<file path="src/design/tpg_consts.vh">
// Constants for the converter power, rate and gain control block.
// Assumes inclusion by the design file and the property checks; definitions only.
`ifndef TPG_CONSTS_VH
`define TPG_CONSTS_VH

// Interpolation rate codes
`define TPG_INTERP_1X        2'h0
`define TPG_INTERP_2X        2'h1
`define TPG_INTERP_4X        2'h2

// Coarse gain codes
`define TPG_COARSE_FULL      2'h0
`define TPG_COARSE_HALF      2'h1
`define TPG_COARSE_ELEVENTH  2'h2

// Receive channel power states
`define TPG_RX_ON            2'h0
`define TPG_RX_STANDBY       2'h1
`define TPG_RX_OFF           2'h2

// Reset values
`define TPG_SHARED_GAIN_RST  8'hff
`define TPG_FINE_GAIN_RST    6'h00
`define TPG_OFFSET_RST       10'h000

// Ultralow power register values
`define TPG_ULP_REG8_VAL     8'h0c
`define TPG_ULP_REG9_VAL     8'h70
`define TPG_ULP_REGA_VAL     8'h70

// Configuration register indices
`define TPG_REG_RX_A         4'h3
`define TPG_REG_RX_B         4'h4
`define TPG_REG_RX_REF       4'h5
`define TPG_REG_ULP8         4'h8
`define TPG_REG_ULP9         4'h9
`define TPG_REG_ULPA         4'ha

`endif

</file>
<file path="src/design/tpg_control.v">
// Control block for receive power modes and transmit power, rate, gain and offset.
// Assumes all inputs synchronous to clk_i; settings arrive as a write strobe with
// an index and data, plus separate per-field write strobes for transmit settings.
//
// Contract
// - Half-bias pin halves receive bias currents.
// - Ultralow power needs pin plus three writes.
// - Each receive channel enters standby independently.
// - Both channels off switches receive references off.
// - Two cascaded interpolation stages: 1x, 2x, 4x.
// - Powerdown pin gates transmit clocks, keeps biases.
// - Sleep turns off only output currents.
// - Configuration port works during transmit powerdown.
// - Per-converter coarse gain: 1, 1/2, 1/11.
// - Shared 8-bit gain, 0 to -20 dB.
// - Per-channel 6-bit fine gain, four percent.
// - Reset: coarse 1x, shared 0 dB, fine 0.
// - Offset steering picks exactly one output.
// - Fast update doubles shared gain settling speed.
// - Multiplier enabled derives clocks from reference.
`timescale 1ns/10ps
`include "tpg_consts.vh"

module tpg_control #(
  parameter GAIN_W   = 8,
  parameter FINE_W   = 6,
  parameter OFFS_W   = 10
) (
  input  wire              clk_i,
  input  wire              rst_i,
  // Receive side controls
  input  wire              rx_half_bias_pin_i,
  input  wire              cfg_we_i,
  input  wire [3:0]        cfg_addr_i,
  input  wire [7:0]        cfg_wdata_i,
  output reg  [7:0]        cfg_rdata_o,
  // Transmit side controls
  input  wire              tx_powerdown_pin_i,
  input  wire              tx_sleep_we_i,
  input  wire              tx_sleep_i,
  input  wire              interp_we_i,
  input  wire [1:0]        interp_rate_i,
  input  wire              coarse_we_i,
  input  wire [1:0]        coarse_a_i,
  input  wire [1:0]        coarse_b_i,
  input  wire              shared_gain_we_i,
  input  wire [GAIN_W-1:0] shared_gain_i,
  input  wire              fast_update_we_i,
  input  wire              fast_update_i,
  input  wire              fine_we_i,
  input  wire [FINE_W-1:0] fine_a_i,
  input  wire [FINE_W-1:0] fine_b_i,
  input  wire              offset_we_i,
  input  wire [OFFS_W-1:0] offset_a_i,
  input  wire              offset_a_neg_i,
  input  wire [OFFS_W-1:0] offset_b_i,
  input  wire              offset_b_neg_i,
  input  wire              mult_we_i,
  input  wire              mult_en_i,
  input  wire              tx_reference_clock_in_i,
  // Receive status and analog controls
  output reg               rx_bias_half_o,
  output reg               rx_ultralow_o,
  output reg  [1:0]        rx_a_state_o,
  output reg  [1:0]        rx_b_state_o,
  output reg               rx_ref_on_o,
  // Transmit analog and clock controls
  output reg               tx_clk_gate_o,
  output reg               tx_bias_on_o,
  output reg               tx_out_current_on_o,
  output reg               interp_stage1_en_o,
  output reg               interp_stage2_en_o,
  output reg  [1:0]        coarse_a_o,
  output reg  [1:0]        coarse_b_o,
  output reg  [GAIN_W-1:0] shared_gain_o,
  output reg               shared_gain_fast_o,
  output reg  [FINE_W-1:0] fine_a_o,
  output reg  [FINE_W-1:0] fine_b_o,
  output reg  [OFFS_W-1:0] positive_current_output_offs_a_o,
  output reg  [OFFS_W-1:0] negative_current_output_offs_a_o,
  output reg  [OFFS_W-1:0] positive_current_output_offs_b_o,
  output reg  [OFFS_W-1:0] negative_current_output_offs_b_o,
  output reg               sync_clk_src_mult_o,
  output reg               tx_ref_sample_o
);

  // Configuration shadow registers
  reg [7:0]        reg_rx_a;
  reg [7:0]        reg_rx_b;
  reg [7:0]        reg_rx_ref;
  reg [7:0]        reg_ulp8;
  reg [7:0]        reg_ulp9;
  reg [7:0]        reg_ulpa;
  reg              half_bias_at_pwrup;
  reg              pwrup_seen;
  reg              tx_sleep;
  reg [1:0]        interp_rate;
  reg [OFFS_W-1:0] offs_a;
  reg [OFFS_W-1:0] offs_b;
  reg              offs_a_neg;
  reg              offs_b_neg;
  reg              mult_en;

  wire [1:0] next_rx_a_state;
  wire [1:0] next_rx_b_state;

  wire       next_rx_ref_on;
  wire       ulp_regs_match;

  // Channel state decode from a control byte: bit 0 standby, bit 1 full off
  function [1:0] rx_state;
    input [7:0] r;
    begin
      if (r[1])
        rx_state = `TPG_RX_OFF;
      else if (r[0])
        rx_state = `TPG_RX_STANDBY;
      else
        rx_state = `TPG_RX_ON;
    end
  endfunction

  // Offset lands on the selected output and zero on the other
  function [OFFS_W-1:0] steer;
    input [OFFS_W-1:0] val;
    input              sel;
    begin
      steer = sel ? val : {OFFS_W{1'b0}};
    end
  endfunction

  // Second stage only ever runs behind the first
  function stage_en;
    input [1:0] rate;
    input       second;
    begin
      case (rate)
        `TPG_INTERP_2X: stage_en = !second;
        `TPG_INTERP_4X: stage_en = 1'b1;
        default:        stage_en = 1'b0;
      endcase
    end
  endfunction

  // Register 5 bits act on both channels at once
  assign next_rx_a_state = rx_state(reg_rx_a | {6'h00, reg_rx_ref[1:0]});
  assign next_rx_b_state = rx_state(reg_rx_b | {6'h00, reg_rx_ref[1:0]});

  assign next_rx_ref_on  = !(next_rx_a_state == `TPG_RX_OFF
                             && next_rx_b_state == `TPG_RX_OFF);
  // Any other byte values leave the channels at plain half bias
  assign ulp_regs_match  = reg_ulp8 == `TPG_ULP_REG8_VAL
                           && reg_ulp9 == `TPG_ULP_REG9_VAL
                           && reg_ulpa == `TPG_ULP_REGA_VAL;

  // Port writes never depend on transmit powerdown, so settings stay reachable
  always @(posedge clk_i) begin
    if (rst_i) begin
      reg_rx_a   <= 8'h00;
      reg_rx_b   <= 8'h00;
      reg_rx_ref <= 8'h00;
      reg_ulp8   <= 8'h00;
      reg_ulp9   <= 8'h00;
      reg_ulpa   <= 8'h00;
    end else if (cfg_we_i) begin
      case (cfg_addr_i)
        `TPG_REG_RX_A:   reg_rx_a   <= cfg_wdata_i;
        `TPG_REG_RX_B:   reg_rx_b   <= cfg_wdata_i;
        `TPG_REG_RX_REF: reg_rx_ref <= cfg_wdata_i;
        `TPG_REG_ULP8:   reg_ulp8   <= cfg_wdata_i;
        `TPG_REG_ULP9:   reg_ulp9   <= cfg_wdata_i;
        `TPG_REG_ULPA:   reg_ulpa   <= cfg_wdata_i;
        // Writes to unmapped indices are dropped
        default:         reg_ulp8   <= reg_ulp8;
      endcase
    end
  end

  // Readback lags the address by one clock
  always @(posedge clk_i) begin
    if (rst_i) begin
      cfg_rdata_o <= 8'h00;
    end else begin
      case (cfg_addr_i)
        `TPG_REG_RX_A:   cfg_rdata_o <= reg_rx_a;
        `TPG_REG_RX_B:   cfg_rdata_o <= reg_rx_b;
        `TPG_REG_RX_REF: cfg_rdata_o <= reg_rx_ref;
        `TPG_REG_ULP8:   cfg_rdata_o <= reg_ulp8;
        `TPG_REG_ULP9:   cfg_rdata_o <= reg_ulp9;
        `TPG_REG_ULPA:   cfg_rdata_o <= reg_ulpa;
        default:         cfg_rdata_o <= 8'h00;
      endcase
    end
  end

  // Pin level is caught on the first clock after reset release
  // A later rise of the pin alone never enters ultralow
  always @(posedge clk_i) begin
    if (rst_i) begin
      pwrup_seen         <= 1'b0;
      half_bias_at_pwrup <= 1'b0;
    end else if (!pwrup_seen) begin
      pwrup_seen         <= 1'b1;
      half_bias_at_pwrup <= rx_half_bias_pin_i;
    end
  end

  always @(posedge clk_i) begin
    if (rst_i) begin
      rx_bias_half_o <= 1'b0;
      rx_ultralow_o  <= 1'b0;
      rx_a_state_o   <= `TPG_RX_ON;
      rx_b_state_o   <= `TPG_RX_ON;
      rx_ref_on_o    <= 1'b1;
    end else begin
      rx_bias_half_o <= rx_half_bias_pin_i;
      rx_ultralow_o  <= half_bias_at_pwrup && rx_half_bias_pin_i
                        && ulp_regs_match;
      rx_a_state_o   <= next_rx_a_state;
      rx_b_state_o   <= next_rx_b_state;
      rx_ref_on_o    <= next_rx_ref_on;
    end
  end

  // Transmit settings: each held until rewritten or reset
  always @(posedge clk_i) begin
    if (rst_i) begin
      tx_sleep           <= 1'b0;
      interp_rate        <= `TPG_INTERP_1X;
      coarse_a_o         <= `TPG_COARSE_FULL;
      coarse_b_o         <= `TPG_COARSE_FULL;
      shared_gain_o      <= `TPG_SHARED_GAIN_RST;
      shared_gain_fast_o <= 1'b0;
      fine_a_o           <= `TPG_FINE_GAIN_RST;
      fine_b_o           <= `TPG_FINE_GAIN_RST;
      offs_a             <= `TPG_OFFSET_RST;
      offs_b             <= `TPG_OFFSET_RST;
      offs_a_neg         <= 1'b0;
      offs_b_neg         <= 1'b0;
      mult_en            <= 1'b0;
    end else begin
      if (tx_sleep_we_i)
        tx_sleep <= tx_sleep_i;
      // Code 3 has no rate; refusing it keeps the last valid one
      if (interp_we_i && interp_rate_i != 2'h3)
        interp_rate <= interp_rate_i;
      // Code 3 leaves that converter's coarse setting alone
      if (coarse_we_i) begin
        coarse_a_o <= (coarse_a_i == 2'h3) ? coarse_a_o : coarse_a_i;
        coarse_b_o <= (coarse_b_i == 2'h3) ? coarse_b_o : coarse_b_i;
      end
      if (shared_gain_we_i)
        shared_gain_o <= shared_gain_i;
      if (fast_update_we_i)
        shared_gain_fast_o <= fast_update_i;
      if (fine_we_i) begin
        fine_a_o <= fine_a_i;
        fine_b_o <= fine_b_i;
      end
      if (offset_we_i) begin
        offs_a     <= offset_a_i;
        offs_b     <= offset_b_i;
        offs_a_neg <= offset_a_neg_i;
        offs_b_neg <= offset_b_neg_i;
      end
      // Clock source is static; switch it only with the transmit path idle
      if (mult_we_i)
        mult_en <= mult_en_i;
    end
  end

  always @(posedge clk_i) begin
    if (rst_i) begin
      tx_clk_gate_o       <= 1'b0;
      tx_bias_on_o        <= 1'b1;
      tx_out_current_on_o <= 1'b1;
      interp_stage1_en_o  <= 1'b0;
      interp_stage2_en_o  <= 1'b0;
      sync_clk_src_mult_o <= 1'b0;
      tx_ref_sample_o     <= 1'b0;
      positive_current_output_offs_a_o <= `TPG_OFFSET_RST;
      negative_current_output_offs_a_o <= `TPG_OFFSET_RST;
      positive_current_output_offs_b_o <= `TPG_OFFSET_RST;
      negative_current_output_offs_b_o <= `TPG_OFFSET_RST;
    end else begin
      // Biases stay up in powerdown so that recovery is quick
      tx_clk_gate_o       <= tx_powerdown_pin_i;
      tx_bias_on_o        <= 1'b1;
      tx_out_current_on_o <= !tx_sleep;
      interp_stage1_en_o  <= stage_en(interp_rate, 1'b0);
      interp_stage2_en_o  <= stage_en(interp_rate, 1'b1);
      sync_clk_src_mult_o <= mult_en;
      // Reference is only sampled here; the multiplier itself sits outside
      tx_ref_sample_o     <= tx_reference_clock_in_i;
      // One steering bit per channel, so the two outputs never both carry offset
      positive_current_output_offs_a_o <= steer(offs_a, !offs_a_neg);
      negative_current_output_offs_a_o <= steer(offs_a, offs_a_neg);
      positive_current_output_offs_b_o <= steer(offs_b, !offs_b_neg);
      negative_current_output_offs_b_o <= steer(offs_b, offs_b_neg);
    end
  end

endmodule // tpg_control

</file>
<file path="config.mk">
export PLATFORM = sky130hd
export DESIGN_NAME = tpg_control
export DESIGN_NICKNAME = d
export VERILOG_FILES = /design/src/design/tpg_control.v
export VERILOG_INCLUDE_DIRS = /design/src /design/src/design
export SDC_FILE = /design/constraint.sdc
export NUM_CORES = 1
export LEC_CHECK = 0
export BUFFER_PORTS_ARGS = -buffer_cell sky130_fd_sc_hd__buf_2
export CORE_UTILIZATION = 30
export CTS_CLUSTER_SIZE = 28
export DETAILED_ROUTE_END_ITERATION = 10
export MAX_ROUTING_LAYER = met4
export PLACE_DENSITY = 0.48
export REMOVE_ABC_BUFFERS = 1
export SETUP_SLACK_MARGIN = 0.5
export SLEW_MARGIN = 20
export SYNTH_ARGS = -nofsm -noshare
export SYNTH_HDL_FRONTEND = slang
export SYNTH_SLANG_ARGS = --single-unit
</file>
<file path="constraint.sdc">
create_clock -name clk_i -period 3.2 [get_ports clk_i]
set_clock_uncertainty 0.2 [all_clocks]
set_input_delay 0.48 -clock clk_i [delete_from_list [all_inputs] [get_ports clk_i]]
set_output_delay 0.48 -clock clk_i [all_outputs]
set_load 0.01 [all_outputs]
</file>
== Word level (Yosys, flattened, before mapping) ==
Cells that the tools add are included.

* Flip-flop bits (word level): 162
* Input port bits: 77
* Output and inout port bits: 87
* Logic and storage cells: 88

* Equal/unequal tests: 16
* Multiplexer cells: 8
* Bitwise logic cells: 6
* Reductions and logical operators: 21

{| class="wikitable"
|+ Operator list
! kind !! number
|-
| case mux 8 bit (6 select lines) || 1
|-
| == test 8 x 7 -> 1 bit (second input constant) || 2
|-
| AND reduction 2 bit || 8
|-
| == test 4 bit (second input constant) || 3
|-
| == test 2 bit (second input constant) || 5
|-
| OR reduction 2 bit || 5
|-
| == test 4 x 3 -> 1 bit (second input constant) || 2
|-
| == test 8 x 4 -> 1 bit (second input constant) || 1
|-
| logical AND 1 bit || 6
|-
| two-way mux 1 bit || 5
|-
| == test 4 x 2 -> 1 bit (second input constant) || 1
|-
| two-way mux 2 bit || 2
|-
| NOT 1 bit || 4
|-
| bitwise OR 2 bit || 2
|-
| == test 2 x 1 -> 1 bit (second input constant) || 1
|-
| zero test 1 bit || 2
|-
| inequality test 2 bit (second input constant) || 1
|}

== Logic depth before layout (Yosys ltp) ==
* Word-level depth: 6
* Mapped depth: 6
* Gate-level depth less buffers: 4

== Worst setup path before layout ==
No wires, ideal clock.

* Kind: input port to flip-flop
* From: input port cfg_addr_i[1]
* To: register reg_ulp8[0]
* Setup time: 128 ps
* Arrival: 1446 ps
* Data required time: 2872 ps
* Path slack: 1426 ps
* Stages: 6
* Path buffers: 2
* Path through: buf_6 nor2_2 and3_1 buf_4 mux2i_1 nor2_1

* Cells in the longest elaborated chain, start to end: 2

{| class="wikitable"
|+ RTL lines
! what !! RTL line !! RTL
|-
| start: declaration || tpg_control.v:34 || <nowiki>input wire [3:0] cfg_addr_i,</nowiki>
|-
| == test 4 bit || tpg_control.v:166 || <nowiki>case (cfg_addr_i)</nowiki>
|-
| AND reduction 2 bit (no line) || -- ||
|-
| end signal: assignment || tpg_control.v:170 || <nowiki>`TPG_REG_ULP8: reg_ulp8 <= cfg_wdata_i;</nowiki>
|-
| end signal: assignment || tpg_control.v:174 || <nowiki>default: reg_ulp8 <= reg_ulp8;</nowiki>
|-
| end: declaration || tpg_control.v:91 || <nowiki>reg [7:0] reg_ulp8;</nowiki>
|}

No other way between the ends.
A chain may end at the register's enable or synchronous reset.

== Final worst setup path ==
* From: input port cfg_addr_i[3]
* To: register reg_ulp8[7]

Same word-level chain as after synthesis.

==> out/qor.txt <==
=====================================================================================
Ordered list of cells on the worst path                                  buf_2 -> nor2b_1 -> buf_4 -> and3_1 -> mux2i_1 -> nor2_1
Sinks on the clock net                                                            162
Number of distinct library cells after synthesis                                   30
FMAX                                                                        521.1 MHz
Type of the setup path with the least slack                              primary input to flip-flop
Hpwl dp                                                                       9811 µm
Top post-synthesis cells by area                                         dfxtp_1 (56%), mux2i_1 (16%), nor2_1 (7.1%), and2_1 (4.3%), a22o_1 (2.4%)
Transition at the pin with the smallest max-transition slack                0.7119 ns
Number of max-slew violations in the final report                                   0
Endpoint kind of the worst setup timing path                                flip-flop
Via count                                                                        4344
Run status                                                                  completed
Endpoints failing hold                                                              0
Net Sw Power                                                                0.9968 mW
Number of rows in the core area                                                    50
Prevailing post-synth register cell                                           dfxtp_1
Number of antenna violations at the first check in global routing                   0
Sum of negative setup slack                                                      0 ns
Filler Cells Inserted                                                            1901
Nature of the critical path startpoint                                   primary input
Die Width                                                                    140.8 µm
Clock-pin slew of the registers on the worst-case setup and hold paths        0.06 ns
Reg power frac                                                                  48.1%
Sw Ratio                                                                       22.72%
Clock root buffer                                                           clkbuf_16
Syn_area_per_cell                                                           10.52 µm²
Leakage power of the design                                                  3.280 nW
Clock Tree Buf Depth                                                                2
Register bit total from synthesis                                                 162
Largest delay share family, worst path                                   simple AND/OR/NAND/NOR gates
Max-cap violation count                                                             0
Yosys Warn Count                                                                    0
Via density                                                                     4.577
Total Wirelength                                                             14010 µm
Portion of synthesized cell area occupied by the leading cell type             56.14%
Remaining antenna violation count                                                   0
Launch point of the worst reg-to-reg path                                reg_ulp9[0]$_SDFFE_PP0P_
Total congestion overflow after global routing                                      0
Clock power share                                                               45.0%
WL per Instance                                                              14.76 µm
Maximum net fanout on the critical path                                            23
Total routing usage reported by global routing                                 15.31%
Antenna diodes                                                                      0
Data arrival time of the critical path                                        2.01 ns
Number of H-tree branching levels                                                   4
Logic pwr share                                                                  6.8%
Relative area change from synthesis to final layout                            26.86%
Required time worst endpoint                                                  3.29 ns
Slowest cell on crit path                                                      and3_1
Fin crit share                                                                 59.97%
Pin count of the biggest net entering global routing                               43
Routability Congestion                                                         0.7961
Class of the tightest hold or removal check                              primary input to flip-flop
Pwr dens                                                                 598.8 nW/µm²
Buf/Inv on CP                                                                       2
Worst Min Path Start                                                     tx_powerdown_pin_i
Share of final-layout standard cells stronger than drive strength 1            28.11%
Number of buffers added for setup after CTS                                         0
Critical Path Start                                                      cfg_addr_i[3]
Worst stage delay on the critical path                                        0.48 ns
Count of flip-flops with a built-in enable after synthesis                          0
Worst-case vdd ir drop                                                       342.8 µV
# nets final                                                                      781
Fraction of the yosys area taken by sequential cells                           56.14%
Violation count after the first detailed-routing iteration                        164
Netlist area before placement                                                5777 µm²
Starting Density                                                               30.78%
Total chip power                                                             4.388 mW
Number of cells upsized or downsized after cts                                      0
Post-CTS Hold Buffers                                                               0
Final routed DRC violation total                                                    0
Core box area                                                               18770 µm²
Setup-violating endpoint count in the final report                                  0
Most common cell in the synthesized netlist                                   dfxtp_1
Number of I/O pins                                                                164
Area of the die                                                             19810 µm²
Clock tree from TritonCTS                                                         yes
Final critical-path required period                                          1.919 ns
RSZ-0062 raised after global routing                                               no
DIE HEIGHT                                                                   140.8 µm
Ys async rst share                                                                 0%
Worst rel slew slack                                                           52.54%
Top post-synthesis cells by count                                        dfxtp_1 (162), nor2_1 (110), mux2i_1 (94), and2_1 (40), nand3b_1 (17)
Number of I/O port buffers                                                        162
Synthesized netlist cell count                                                    549
1st-pass router iterations                                                          4
Cell Int Power                                                               3.392 mW
Number of global-route vias before repair                                        4312
Wire length of the first global-routing pass                                 22760 µm
Synth area leader                                                             dfxtp_1
TritonCTS buffer count                                                             17
Clk Latency, worst-skew pair                                                  0.41 ns
=====================================================================================
==> routing by layer <==
metal	share of wire, %	wire [µm]	track usage (%)
met5	0	0	-
met4	0.93	131	4.291
met3	8.0	1115	5.978
met1	47	6613	18.97
met2	44	6151	23.02
==> metrics by stage <==
step                cell area (µm²)  utilization (%)  std cells  hold WS, ns  setup slack, ns
floorplan                      5622                -        518       0.1573            1.027
global placement               6758            36.01        918       0.1648           0.9222
detailed placement             6758            36.01        918       0.1701           0.8650
CTS                            7328            39.05        949      0.05955            1.305
global route                   7328            39.05        949      0.05095            1.176
finish                         7328            39.05        949      0.07734            1.281
==> kinds of logic (layout without fill, tap and decap cells) <==
logic type / Yosys count / in the layout / synth area share (%)
and+or+nand+nor: 220 / 220 / 19.62
AOI/OAI and AO/OA: 38 / 38 / 4.851
buffers and inverters: 33 / 199 / 2.816
muxes: 94 / 94 / 16.29
adders and majority gates: 1 / 1 / 0.2166
DFF: 162 / 162 / 56.14
other: 1 / 1 / 0.06491
==> sequential cells by signal, indices dropped and copies added (netlist names), 6 cells and up <==
| name | flops |
|---|---|
| cfg_rdata_o | 8 |
| fine_a_o | 6 |
| fine_b_o | 6 |
| negative_current_output_offs_a_o | 10 |
| negative_current_output_offs_b_o | 10 |
| offs_a | 10 |
| offs_b | 10 |
| positive_current_output_offs_a_o | 10 |
| positive_current_output_offs_b_o | 10 |
| reg_rx_a | 8 |
| reg_rx_b | 8 |
| reg_rx_ref | 8 |
| reg_ulp8 | 8 |
| reg_ulp9 | 8 |
| reg_ulpa | 8 |
| shared_gain_o | 8 |
==> cell type report <==
cell class                      count  area, µm²  area share [%]
Timing Repair Buffer              166      843.3           11.51
Multi-Input combinational cell    354       2371           32.35
Clock buffer                       21      460.4           6.283
Tap cell                          234      292.8           3.995
Sequential cell                   162       3243           44.25
Clock inverter                     10      110.1           1.502
Inverter                            2      7.507          0.1024
==> worst reg2reg max path, stage by stage (launching register included) <==
cell and delay [ns]:
dfxtp_1 0.32, nor4_1 0.55, nand4_1 0.19, nor4_1 0.26
==> power by group through the flow <==
stage          Clock (mW)  Combinational (mW)  Sequential (mW)
3_5_place_dp            0               0.304             2.16
4_1_cts              2.04               0.305             2.11
3_3_place_gp            0               0.299             2.15
2_1_floorplan           0               0.118             2.17
5_1_grt              2.14               0.332             2.12
6_report             1.98               0.300             2.11
==> worst paths after layout <==
| check | endpoint | slack (ns) | cells after the start |
|---|---|---|---|
| setup / recovery | reg_ulp8[7]$_SDFFE_PP0P_ | 1.28 | 6 |
| hold / removal | tx_clk_gate_o$_SDFF_PP0_ | 0.08 | 2 |
| setup reg to reg | rx_ultralow_o$_SDFF_PP0_ | 1.57 | 3 |
| hold reg to reg | tx_out_current_on_o$_SDFF_PP1_ | 0.18 | 1 |
==> cells in the final DEF, fill, tap and decap left out, drive strengths merged, types with 4 or more instances in the layout <==
cell type / n
a21oi: 10
nor3: 11
clkinv: 7
buf: 166
mux2i: 94
nand2b: 4
nor2b: 16
a221oi: 8
nor2: 111
dfxtp: 162
and2: 40
a22o: 16
clkbuf: 21
nand2: 12
o21ai: 4
nand3b: 17
Power figures use the tool's default switching activity.
